### src/ftd_pkg.sv
// Package of constants for the four-channel two-cycle transfer controller
`default_nettype none
package ftd_pkg;
  // Register byte offsets per channel block (channel n at n * CH_STRIDE)
  localparam logic [11:0] CH_STRIDE = 12'h020;
  localparam logic [4:0] OFS_SRC = 5'h00;
  localparam logic [4:0] OFS_DST = 5'h04;
  localparam logic [4:0] OFS_CNT = 5'h08;
  localparam logic [4:0] OFS_CFG = 5'h0C;
  localparam logic [4:0] OFS_CTL = 5'h10;
  localparam logic [4:0] OFS_TRG = 5'h14;
  // Global register offset
  localparam logic [11:0] OFS_WAIT = 12'h100;
  // Control register fields
  localparam int CTL_EN_BIT = 0;
  localparam int CTL_TC_BIT = 1;
  localparam int CTL_STG_BIT = 2;
  localparam int CTL_PEND_BIT = 3;
  // Config register fields
  localparam int CFG_SIZE_BIT = 0;
  localparam int CFG_SSP_LSB = 4;
  localparam int CFG_DSP_LSB = 6;
  localparam int CFG_SINC_BIT = 8;
  localparam int CFG_DINC_BIT = 9;
  // Trigger select field width
  localparam int TRG_W = 6;
  // Reset values
  localparam logic [7:0] WAIT_RST = 8'h77;
  localparam logic [15:0] CNT_RST = 16'h0000;
  // Timing counts in clocks
  localparam logic [3:0] RESP_CLKS = 4'h4;
  localparam logic [3:0] RAM_CLKS = 4'h2;
  localparam logic [3:0] PER_CLKS = 4'h3;
  localparam logic [3:0] IDLE_CLKS = 4'h1;
  // Memory spaces
  typedef enum logic [1:0] {FTD_SP_PER, FTD_SP_RAM, FTD_SP_EXT8, FTD_SP_EXT16} ftd_space_t;
endpackage : ftd_pkg
`default_nettype wire

### src/ftd_core.sv
// Four-channel fixed-priority two-cycle transfer controller with APB registers
// Function
// - Each unit is read then write
// - Source address on read, destination on write
// - At least one idle clock between read, write
// - 32-to-16 bus uses one 16-bit read/write
// - 16-bit onto 8-bit: one read, two writes
// - 8-bit into 16-bit: two reads, one write
// - Peripheral 16, RAM 32, external 8/16 bits
// - Fixed priority channel 0 highest, rechecked
// - Request response takes at least four clocks
// - RAM two clocks, peripheral three plus wait
// - Soft trigger starts one unit if enabled
// - Selected peripheral irq starts a unit
// - Terminal count clears enable, sets flag, pulses
// - Both triggers together: only one accepted
// - Requests while pending or active are discarded
// - Drop own channel, grant highest, keep others
// - Bus hold suspends transfers until released
// - No terminal count pin off chip
// - Reading control register clears terminal flag
// - Bus released after every transfer unit
`default_nettype none
module ftd_core
  import ftd_pkg::*;
#(
  parameter int NCH = 4,
  parameter int NSRC = 64
)(
  input wire logic i_clk_sys,
  input wire logic i_srst,
  // APB slave
  input wire logic i_psel,
  input wire logic i_penable,
  input wire logic i_pwrite,
  input wire logic [11:0] i_paddr,
  input wire logic [31:0] i_pwdata,
  output logic [31:0] o_prdata,
  output logic o_pready,
  output logic o_pslverr,
  // Peripheral interrupt sources (same clock)
  input wire logic [NSRC-1:0] i_periph_irq,
  // Bus hold from outside
  input wire logic i_bus_hold,
  // Memory master port
  output logic o_mem_req,
  output logic o_mem_we,
  output logic [1:0] o_mem_space,
  output logic [31:0] o_mem_addr,
  output logic [1:0] o_mem_size,
  output logic [15:0] o_mem_wdata,
  output logic o_mem_wdata_oe,
  input wire logic i_mem_ack,
  input wire logic [15:0] i_mem_rdata,
  output logic o_bus_owned,
  output logic [NCH-1:0] o_transfer_end_irq
);
  typedef enum {FTD_IDLE, FTD_RESP, FTD_READ, FTD_GAP, FTD_WRITE} ftd_state_t;

  // Synchronised bus hold
  logic hold_s1_reg;
  logic hold_reg;
  always_ff @(posedge i_clk_sys)
  begin
    hold_s1_reg <= i_bus_hold;
    hold_reg <= hold_s1_reg;
  end

  // Per-channel registers, then wait register and sequencer state
  logic [31:0] src_reg [NCH];
  logic [31:0] dst_reg [NCH];
  logic [15:0] cnt_reg [NCH];
  logic [9:0] cfg_reg [NCH];
  logic [TRG_W-1:0] trg_reg [NCH];
  logic [NCH-1:0] en_reg;
  logic [NCH-1:0] tc_reg;
  logic [NCH-1:0] pend_reg;
  logic [7:0] wait_reg;
  ftd_state_t state_reg;
  logic [1:0] ch_reg;
  logic [3:0] tmr_reg;
  logic phase_reg;
  logic [15:0] data_reg;
  logic done_pulse;

  // APB decode
  logic wr_acc;
  logic rd_acc;
  logic [2:0] sel_ch;
  logic [4:0] sel_ofs;
  logic in_ch;
  assign wr_acc = i_psel && i_penable && i_pwrite;
  assign rd_acc = i_psel && i_penable && !i_pwrite;
  assign sel_ch = i_paddr[7:5];
  assign sel_ofs = i_paddr[4:0];
  assign in_ch = (i_paddr[11:8] == 4'h0) && (int'(sel_ch) < NCH);
  assign o_pready = 1'b1;

  // Unmapped accesses return an error
  always_comb
  begin
    o_pslverr = 1'b0;
    if (i_psel && i_penable)
    begin
      if (i_paddr == OFS_WAIT)
        o_pslverr = 1'b0;
      else if (!in_ch || sel_ofs > OFS_TRG || sel_ofs[1:0] != 2'b00)
        o_pslverr = 1'b1;
    end
  end

  // Read data register
  always_ff @(posedge i_clk_sys)
  begin
    if (i_srst)
      o_prdata <= 32'h0000_0000;
    else if (i_psel && !i_penable && !i_pwrite)
    begin
      o_prdata <= 32'h0000_0000;
      if (i_paddr == OFS_WAIT)
        o_prdata <= {24'h000000, wait_reg};
      else if (in_ch)
        unique case (sel_ofs)
          OFS_SRC: o_prdata <= src_reg[sel_ch[1:0]];
          OFS_DST: o_prdata <= dst_reg[sel_ch[1:0]];
          OFS_CNT: o_prdata <= {16'h0000, cnt_reg[sel_ch[1:0]]};
          OFS_CFG: o_prdata <= {22'h0, cfg_reg[sel_ch[1:0]]};
          OFS_CTL: o_prdata <= {28'h0000000, pend_reg[sel_ch[1:0]], 1'b0,
                                tc_reg[sel_ch[1:0]], en_reg[sel_ch[1:0]]};
          OFS_TRG: o_prdata <= {26'h0, trg_reg[sel_ch[1:0]]};
          default: o_prdata <= 32'h0000_0000;
        endcase
    end
  end

  // Wait control register
  always_ff @(posedge i_clk_sys)
  begin
    if (i_srst)
      wait_reg <= WAIT_RST;
    else if (wr_acc && i_paddr == OFS_WAIT)
      wait_reg <= i_pwdata[7:0];
  end

  // Per-channel request, enable and terminal flag logic
  logic [NCH-1:0] busy_ch;
  logic [NCH-1:0] grant_take;
  genvar g;
  generate
    for (g = 0; g < NCH; g++)
    begin : g_ch
      logic hit;
      logic soft_trig;
      logic hw_trig;
      logic is_last;
      assign hit = in_ch && sel_ch[1:0] == 2'(g);
      assign soft_trig = wr_acc && hit && sel_ofs == OFS_CTL && i_pwdata[CTL_STG_BIT];
      assign hw_trig = trg_reg[g] != '0 && i_periph_irq[trg_reg[g]];
      assign busy_ch[g] = (state_reg != FTD_IDLE) && ch_reg == 2'(g);
      assign is_last = done_pulse && ch_reg == 2'(g) && cnt_reg[g] == 16'h0001;

      // Pending request; either trigger counts once
      always_ff @(posedge i_clk_sys)
      begin
        if (i_srst)
          pend_reg[g] <= 1'b0;
        else if (grant_take[g])
          pend_reg[g] <= 1'b0;
        else if (en_reg[g] && !tc_reg[g] && !pend_reg[g] && !busy_ch[g] && (soft_trig || hw_trig))
          pend_reg[g] <= 1'b1;
      end

      // Enable bit, cleared by terminal count
      always_ff @(posedge i_clk_sys)
      begin
        if (i_srst)
          en_reg[g] <= 1'b0;
        else if (is_last)
          en_reg[g] <= 1'b0;
        else if (wr_acc && hit && sel_ofs == OFS_CTL)
          en_reg[g] <= i_pwdata[CTL_EN_BIT];
      end

      // Terminal flag: set wins over clear on read
      always_ff @(posedge i_clk_sys)
      begin
        if (i_srst)
          tc_reg[g] <= 1'b0;
        else if (is_last)
          tc_reg[g] <= 1'b1;
        else if (rd_acc && hit && sel_ofs == OFS_CTL)
          tc_reg[g] <= 1'b0;
      end

      // End interrupt pulse; no count pin leaves the chip
      always_ff @(posedge i_clk_sys)
      begin
        if (i_srst)
          o_transfer_end_irq[g] <= 1'b0;
        else
          o_transfer_end_irq[g] <= is_last;
      end

      // Address, count, config and trigger select registers
      always_ff @(posedge i_clk_sys)
      begin
        if (i_srst)
        begin
          src_reg[g] <= 32'h0000_0000;
          dst_reg[g] <= 32'h0000_0000;
          cnt_reg[g] <= CNT_RST;
          cfg_reg[g] <= 10'h000;
          trg_reg[g] <= '0;
        end
        else
        begin
          if (done_pulse && ch_reg == 2'(g))
          begin
            cnt_reg[g] <= cnt_reg[g] - 16'h0001;
            if (cfg_reg[g][CFG_SINC_BIT])
              src_reg[g] <= src_reg[g] + (cfg_reg[g][CFG_SIZE_BIT] ? 32'h2 : 32'h1);
            if (cfg_reg[g][CFG_DINC_BIT])
              dst_reg[g] <= dst_reg[g] + (cfg_reg[g][CFG_SIZE_BIT] ? 32'h2 : 32'h1);
          end
          else if (wr_acc && hit)
            unique case (sel_ofs)
              OFS_SRC: src_reg[g] <= i_pwdata;
              OFS_DST: dst_reg[g] <= i_pwdata;
              OFS_CNT: cnt_reg[g] <= i_pwdata[15:0];
              OFS_CFG: cfg_reg[g] <= i_pwdata[9:0];
              OFS_TRG: trg_reg[g] <= i_pwdata[TRG_W-1:0];
              default: ;
            endcase
        end
      end
    end
  endgenerate

  // Fixed priority pick among pending channels
  logic [1:0] pick;
  logic any_pend;
  always_comb
  begin
    pick = 2'd0;
    any_pend = 1'b0;
    for (int i = NCH - 1; i >= 0; i--)
      if (pend_reg[i])
      begin
        pick = 2'(i);
        any_pend = 1'b1;
      end
  end

  assign grant_take = (state_reg == FTD_IDLE && any_pend && !hold_reg)
                      ? (NCH'(1) << pick) : '0;

  // Active channel's widths
  logic [1:0] s_sp;
  logic [1:0] d_sp;
  logic half;
  logic s_byte;
  logic d_byte;
  assign s_sp = cfg_reg[ch_reg][CFG_SSP_LSB +: 2];
  assign d_sp = cfg_reg[ch_reg][CFG_DSP_LSB +: 2];
  assign half = cfg_reg[ch_reg][CFG_SIZE_BIT];
  // External 8-bit space is the only byte-wide bus
  assign s_byte = half && s_sp == FTD_SP_EXT8;
  assign d_byte = half && d_sp == FTD_SP_EXT8;

  // Access length for a space: RAM two, peripheral three plus wait
  function automatic logic [3:0] acc_len(input logic [1:0] sp, input logic [7:0] w);
    logic [3:0] n;
    n = 4'h1;
    if (sp == FTD_SP_RAM)
      n = RAM_CLKS;
    else if (sp == FTD_SP_PER)
      n = PER_CLKS + w[3:0];
    return n;
  endfunction : acc_len

  // Transfer sequencer
  always_ff @(posedge i_clk_sys)
  begin
    if (i_srst)
    begin
      state_reg <= FTD_IDLE;
      ch_reg <= 2'd0;
      tmr_reg <= 4'h0;
      phase_reg <= 1'b0;
      data_reg <= 16'h0000;
    end
    else
      unique case (state_reg)
        FTD_IDLE:
          if (grant_take != '0)
          begin
            ch_reg <= pick;
            tmr_reg <= RESP_CLKS - 4'h1;
            phase_reg <= 1'b0;
            state_reg <= FTD_RESP;
          end
        FTD_RESP:
          if (tmr_reg != 4'h0)
            tmr_reg <= tmr_reg - 4'h1;
          else if (!hold_reg)
          begin
            tmr_reg <= acc_len(s_sp, wait_reg) - 4'h1;
            state_reg <= FTD_READ;
          end
        FTD_READ:
          if (tmr_reg != 4'h0)
            tmr_reg <= tmr_reg - 4'h1;
          else if (i_mem_ack)
          begin
            if (s_byte)
              data_reg[phase_reg*8 +: 8] <= i_mem_rdata[7:0];
            else
              data_reg <= i_mem_rdata;
            if (s_byte && !phase_reg)
            begin
              phase_reg <= 1'b1;
              tmr_reg <= acc_len(s_sp, wait_reg) - 4'h1;
            end
            else
            begin
              phase_reg <= 1'b0;
              tmr_reg <= IDLE_CLKS - 4'h1;
              state_reg <= FTD_GAP;
            end
          end
        FTD_GAP:
          if (!hold_reg)
          begin
            tmr_reg <= acc_len(d_sp, wait_reg) - 4'h1;
            state_reg <= FTD_WRITE;
          end
        FTD_WRITE:
          if (tmr_reg != 4'h0)
            tmr_reg <= tmr_reg - 4'h1;
          else if (i_mem_ack)
          begin
            if (d_byte && !phase_reg)
            begin
              phase_reg <= 1'b1;
              tmr_reg <= acc_len(d_sp, wait_reg) - 4'h1;
            end
            else
              state_reg <= FTD_IDLE;
          end
      endcase
  end

  assign done_pulse = state_reg == FTD_WRITE && tmr_reg == 4'h0 && i_mem_ack
                      && !(d_byte && !phase_reg);

  // Memory port: source on read, destination on write
  always_comb
  begin
    o_mem_req = (state_reg == FTD_READ || state_reg == FTD_WRITE) && tmr_reg == 4'h0;
    o_mem_we = state_reg == FTD_WRITE;
    o_mem_space = o_mem_we ? d_sp : s_sp;
    o_mem_addr = o_mem_we ? dst_reg[ch_reg] : src_reg[ch_reg];
    if (half)
      o_mem_addr[0] = 1'b0;
    if ((o_mem_we ? d_byte : s_byte))
      o_mem_addr[0] = phase_reg;
    // Size code: 0 byte, 1 halfword; upper 16 bits never driven
    o_mem_size = (half && !(o_mem_we ? d_byte : s_byte)) ? 2'd1 : 2'd0;
    o_mem_wdata = (d_byte && phase_reg) ? {8'h00, data_reg[15:8]} : data_reg;
    o_mem_wdata_oe = o_mem_req && o_mem_we;
    o_bus_owned = state_reg != FTD_IDLE && state_reg != FTD_RESP;
  end
endmodule : ftd_core
`default_nettype wire

### config.mk
export PLATFORM = sky130hd
export DESIGN_NAME = ftd_core
export DESIGN_NICKNAME = d
export VERILOG_FILES = /design/src/ftd_pkg.sv /design/src/ftd_core.sv
export SDC_FILE = /design/constraint.sdc
export NUM_CORES = 1
export LEC_CHECK = 0
export BUFFER_PORTS_ARGS = -buffer_cell sky130_fd_sc_hd__buf_4
export CAP_MARGIN = 20
export CORE_UTILIZATION = 35
export DETAILED_ROUTE_END_ITERATION = 6
export GPL_TIMING_DRIVEN = 0
export HOLD_SLACK_MARGIN = 0.05
export SYNTH_ARGS = -nofsm -noshare
export SYNTH_HDL_FRONTEND = slang
export SYNTH_SLANG_ARGS = --single-unit
### constraint.sdc
create_clock -name i_clk_sys -period 7.7 [get_ports i_clk_sys]
set_input_delay 0.77 -clock i_clk_sys [delete_from_list [all_inputs] [get_ports i_clk_sys]]
set_output_delay 0.77 -clock i_clk_sys [all_outputs]
set_load 0.02 [all_outputs]
* After elaboration in Yosys (flattened, before gate mapping)
Memories as Yosys holds them, arrays and structs flattened. A register that Yosys moved wholly into a read port is not among the register bits.
Cells that the tools add are included.
** Storage, ports and cells
- Flip-flop bits (word level) :: 113
- Memory bits (writable) :: 384
- Input port bits :: 131
- Output and inout bits :: 94
- Logic and storage cells :: 542
- Memories :: 5
** Memories
- dst_reg :: words 4, width 32, read ports 6, clocked after memory_dff 1, wr ports 4, RTL line ftd_core.sv:71 : logic [31:0] dst_reg [NCH];
- src_reg :: words 4, width 32, read ports 6, clocked after memory_dff 1, wr ports 4, RTL line ftd_core.sv:70 : logic [31:0] src_reg [NCH];
- cnt_reg :: words 4, width 16, read ports 5, clocked after memory_dff 0, wr ports 4, RTL line ftd_core.sv:72 : logic [15:0] cnt_reg [NCH];
- cfg_reg :: words 4, width 10, read ports 6, clocked after memory_dff 1, wr ports 4, RTL line ftd_core.sv:73 : logic [9:0] cfg_reg [NCH];
- trg_reg :: words 4, width 6, read ports 5, clocked after memory_dff 0, wr ports 4, RTL line ftd_core.sv:74 : logic [TRG_W-1:0] trg_reg [NCH];
** Operators by class
- Add/sub/neg operators :: 19
- Magnitude comparators :: 7
- Equality and inequality tests :: 42
- Shift-type cells :: 3
- Mux-type cells :: 270
- Bitwise gates (word level) :: 33
- Reductions and logical operators :: 138
** Operators by type and width (count)
- $mux 32 :: 29
- $pmux 32 s6 :: 1
- $mux 1 :: 164
- $mux 16 :: 10
- $pmux 32 s5 :: 1
- $add 32x2->32 :: 4
- $add 32x32->32 :: 4
- $mux 4 :: 32
- $logic_and 1x1->1 :: 77
- $eq 16x1->1 const B :: 4
- $eq 32x2->1 const B :: 2
- $eq 32x3->1 const B :: 2
- $logic_not 32->1 :: 2
- $sub 16x1->16 const B :: 4
- $mux 10 :: 4
- $neg 4->34 :: 1
- $shift 8x34->16 const A :: 1
- $shiftx 8x34->16 :: 1
- $eq 32x1->1 const B :: 1
- $eq 32x4->1 const B :: 1
- $ne 32x2->1 const B :: 1
- $or 1x1->1 :: 32
- $reduce_bool 32->1 :: 1
- $mux 2 :: 15
- 37 further kinds :: 118

* Logic depth before layout (Yosys ltp)
- Depth after elaboration :: 13
- Gate-level depth with buffers :: 13
- Mapped depth without buffers :: 10

* Least setup slack after synthesis
OpenSTA, ideal clock, no wires.
- Path kind :: input-to-reg
- Start :: input i_paddr[6]
- End :: memory dst_reg[3][0], enable pin
- Setup time :: 0.533 ns
- Arrival time :: 5.817 ns
- Data required time :: 7.167 ns
- Setup slack :: 1.350 ns
- Stages :: 6
- Buffers on the path :: 4
- Path through :: buf_2 buf_2 clkbuf_1 clkbuf_1 nand3_1 o311ai_0
** RTL lines
- start, declared :: RTL line ftd_core.sv:36 : input wire logic [11:0] i_paddr,
- end, declared :: RTL line ftd_core.sv:71

==> out/metrics.cfg <==
[worst_setup_path]
r2r_slack_ns=2.75
timing.rr.start=cfg_reg[1][0]
path_max_fanout=10
path_class=reg2reg
cp.required_ns=8.10
critical-path-top-cell-by-count=buf_4
cp_top_family=buffers and inverters
worstRegToRegCells=12
reg_to_reg_end=src_reg[2][23]
critical_path.startpoint_type=flip-flop
critPathBufInv=7
worst_path_max_delay_cell=clkbuf_1
cp_data_arrival_time_ns=5.35
path_cells=mux4_2 -> nand4bb_4 -> nand2b_1 -> buf_4 -> o21ai_1 -> buf_4 -> clkbuf_1 -> o211ai_1 -> buf_4 -> buf_4 -> buf_4 -> buf_4
max_stage_delay_ns=0.88
crit_path_end_kind=flip-flop

[clock_tree]
cts_max_path_buffers=3
root_buffer=clkbuf_16
cts_setup_buffers=0
post_cts_resize_count=0
cts_tree=yes
post_cts_hold_buffer_count=0
register_clock_pin_slew_on_the_reported_worst_setup_and_hold_paths_ns=0.06
cts_buffers=55
cts.sink_count=470
ctsHtreeMaxLevel=2
clk_latency_ns=0.65

[timing]
rsz0062_at_grt=false
finalWorstPathRequiredPeriod_ns=4.95
maximum_frequency_from_static_timing_analysis_mhz=202
fin_tns_setup_ns=0
timing.clock.skew_ns=0.0421
slew_violations=0
finalSetupViolations=0
timing_hold_violations_final=0
max_slew_margin_pct=15.9
final_critical_path_setup_slack_ns=2.75
timing.final.crit_share_pct=64.2
transition_time_at_the_pin_with_the_least_slew_margin_ns=1.25

[die]
fp.dieArea_mm2=0.0934
floorplan.die.height_um=306
fp.dieW_um=306
std_cell_rows=110
initial_utilization_pct=35.6
area_of_the_core_mm2=0.0907
pin_count=225

[cells_and_area]
multiInputGateArea_mm2=0.0180
layout-drive-gt1-share_pct=19.7
area_growth_pct=16.8
fill_cells=8805
final_core_util_pct=41.5
design.final.nets=3477
post-route-cell-area_mm2=0.0377
final_common_cell=edfxtp_1
final-seq-area_mm2=0.0133
mostFrequentLayoutCells=edfxtp_1 (384), nand2_1 (349), o22ai_1 (300)

[logic_synthesis]
synth_sequential_area_ratio_pct=41.1
post_synth_instance_area_mm2=0.0323
mappedNetlistNets=3155
synth_cell_types=78
synth-edff-count=384
synth_top_flop_cell=edfxtp_1
postSynth.asyncResetShare_pct=0
yosys_register_bits=470
synth_area_per_cell_um2=10.8
synth_warnings=0
synthesized_instance_count=2988

[routing]
route.detailed.drc=0
dr.pass1.iters=7
detail-route-antenna-nets=0
average_wire_per_standard_cell_um=29.8
initialDrtViolationCount=3950
postRouteWirelength_um=135000
route.detailed.vias_per_inst=6.42
vias_after_detailed_routing=29105

[pwr]
vdd_ir_drop_max_v=0.000174
p_leak_nw=12.5
power-per-cell-area_mw_per_mm2=174

[global_routing]
vias_in_the_first_global_route=27523
total_grt_usage_pct=28.2
grt_pass1_wl_um=194000
grt_max_degree=17
grtUsageMet2_pct=42.0
globalRoute.busiestLayer=met2
grt_overflow=0
gr-usage-met1_pct=37.9
groute.layer.met3.usage_pct=6.27
grt_antenna_before_repair=4

[run_status]
run_status=complete, no violations

[worst_hold_path]
hold_path_depth=1
min_to=hold_s1_reg
min-delay-start=i_bus_hold
classification_of_the_worst_slack_hold_path=in2reg

[placement]
dpl_cell_area_mm2=0.0358
dp_hpwl_um=104000
placer_congestion=0.994
io_buffer_count=218
place_worst_setup_slack_ns=2.46

[run]
cap_viol_max_count=0

cell usage after synthesis (19+ instances only):
master	number	share of area [%]
nor2b_1	30	0.58
o22ai_1	300	5.8
xor2_1	183	5.0
ha_1	28	1.1
xnor2_1	115	3.1
and2_1	27	0.52
nand2b_1	29	0.56
nor3_1	53	0.82
nand2_1	349	4.1
and3_1	78	1.5
nand3_1	128	2.0
mux2_2	19	0.66
nor4_1	20	0.39
nor2_1	178	2.1
o21ai_0	58	0.90
buf_2	27	0.42
a21oi_1	45	0.70
inv_1	41	0.48
clkbuf_1	141	1.6
nand4_1	59	1.1
mux2i_1	53	1.6
buf_1	28	0.33
dfxtp_1	86	5.3
a22oi_1	58	1.3
mux4_2	219	15
edfxtp_1	384	36
and4_1	36	0.98
worst max path at each step:
stage,startpoint,to,slack [ns],cells past startpoint
floorplan,i_paddr[6],dst_reg[3][0],1.35,6
global placement,i_paddr[6],dst_reg[3][26],-3.02,6
detailed placement,i_paddr[9],dst_reg[2][29],2.46,11
CTS,cfg_reg[3][0],src_reg[2][23],2.88,12
global route,cfg_reg[1][0],src_reg[2][23],2.73,12
finish,cfg_reg[1][0],src_reg[2][23],2.75,12
worst register-to-register path, cell delays in order, from the launching register on:
cell,delay (ns)
edfxtp_1,0.62
mux4_2,0.66
nand4bb_4,0.21
nand2b_1,0.09
buf_4,0.17
o21ai_1,0.47
buf_4,0.29
clkbuf_1,0.88
o211ai_1,0.45
buf_4,0.31
buf_4,0.20
buf_4,0.18
buf_4,0.19
power breakdown:
part | total, mW | internal [mW] | switching [mW]
registers | 2.96 | 2.83 | 0.126
clock network | 2.67 | 1.50 | 1.17
logic | 0.941 | 0.385 | 0.555
stage by stage:
| step | std cells | total power, mW | hold slack, ns |
|---|---|---|---|
| after floorplan | 2988 | 3.52 | 0.310 |
| after global placement | 4382 | 3.90 | 0.316 |
| after detailed placement | 4425 | 3.92 | 0.325 |
| after CTS | 4525 | 6.55 | 0.210 |
| after global routing | 4530 | 6.72 | 0.216 |
| final | 4532 | 6.56 | 0.229 |
metal layers:
| metal | vias to the layer above | routed length [um] | share of wire, % |
|---|---|---|---|
| li1 | 12307 | - | - |
| met1 | 14400 | 52600 | 39 |
| met4 | 4 | 8710 | 6.5 |
| met3 | 405 | 15300 | 11 |
| met5 | - | 23 | 0.017 |
| met2 | 1989 | 58400 | 43 |
cells by family (layout without fill, tap and decap cells):
group,Yosys count,in the layout,synth area share [%]
AND/OR/NAND/NOR,1054,1054,16.4
AO/OA/AOI/OAI,582,582,11.9
flip-flops,470,470,41.1
XOR/XNOR,298,298,8.09
multiplexers,291,291,17.6
buffers and inverters,255,620,3.32
adder cells (fa/ha/maj),36,36,1.58
other,2,5,0.0233
cell type report:
type	count	share of cell area (%)
Inverter	41	0.408
Sequential cell	470	35.2
Timing Repair Buffer	265	5.62
Antenna cell	3	0.0199
Tap cell	1176	3.91
Multi-Input combinational cell	2263	47.7
Clock buffer	79	4.33
Buffer	214	2.43
Clock inverter	21	0.369
No activity file was read; power rests on OpenSTA's default activity.
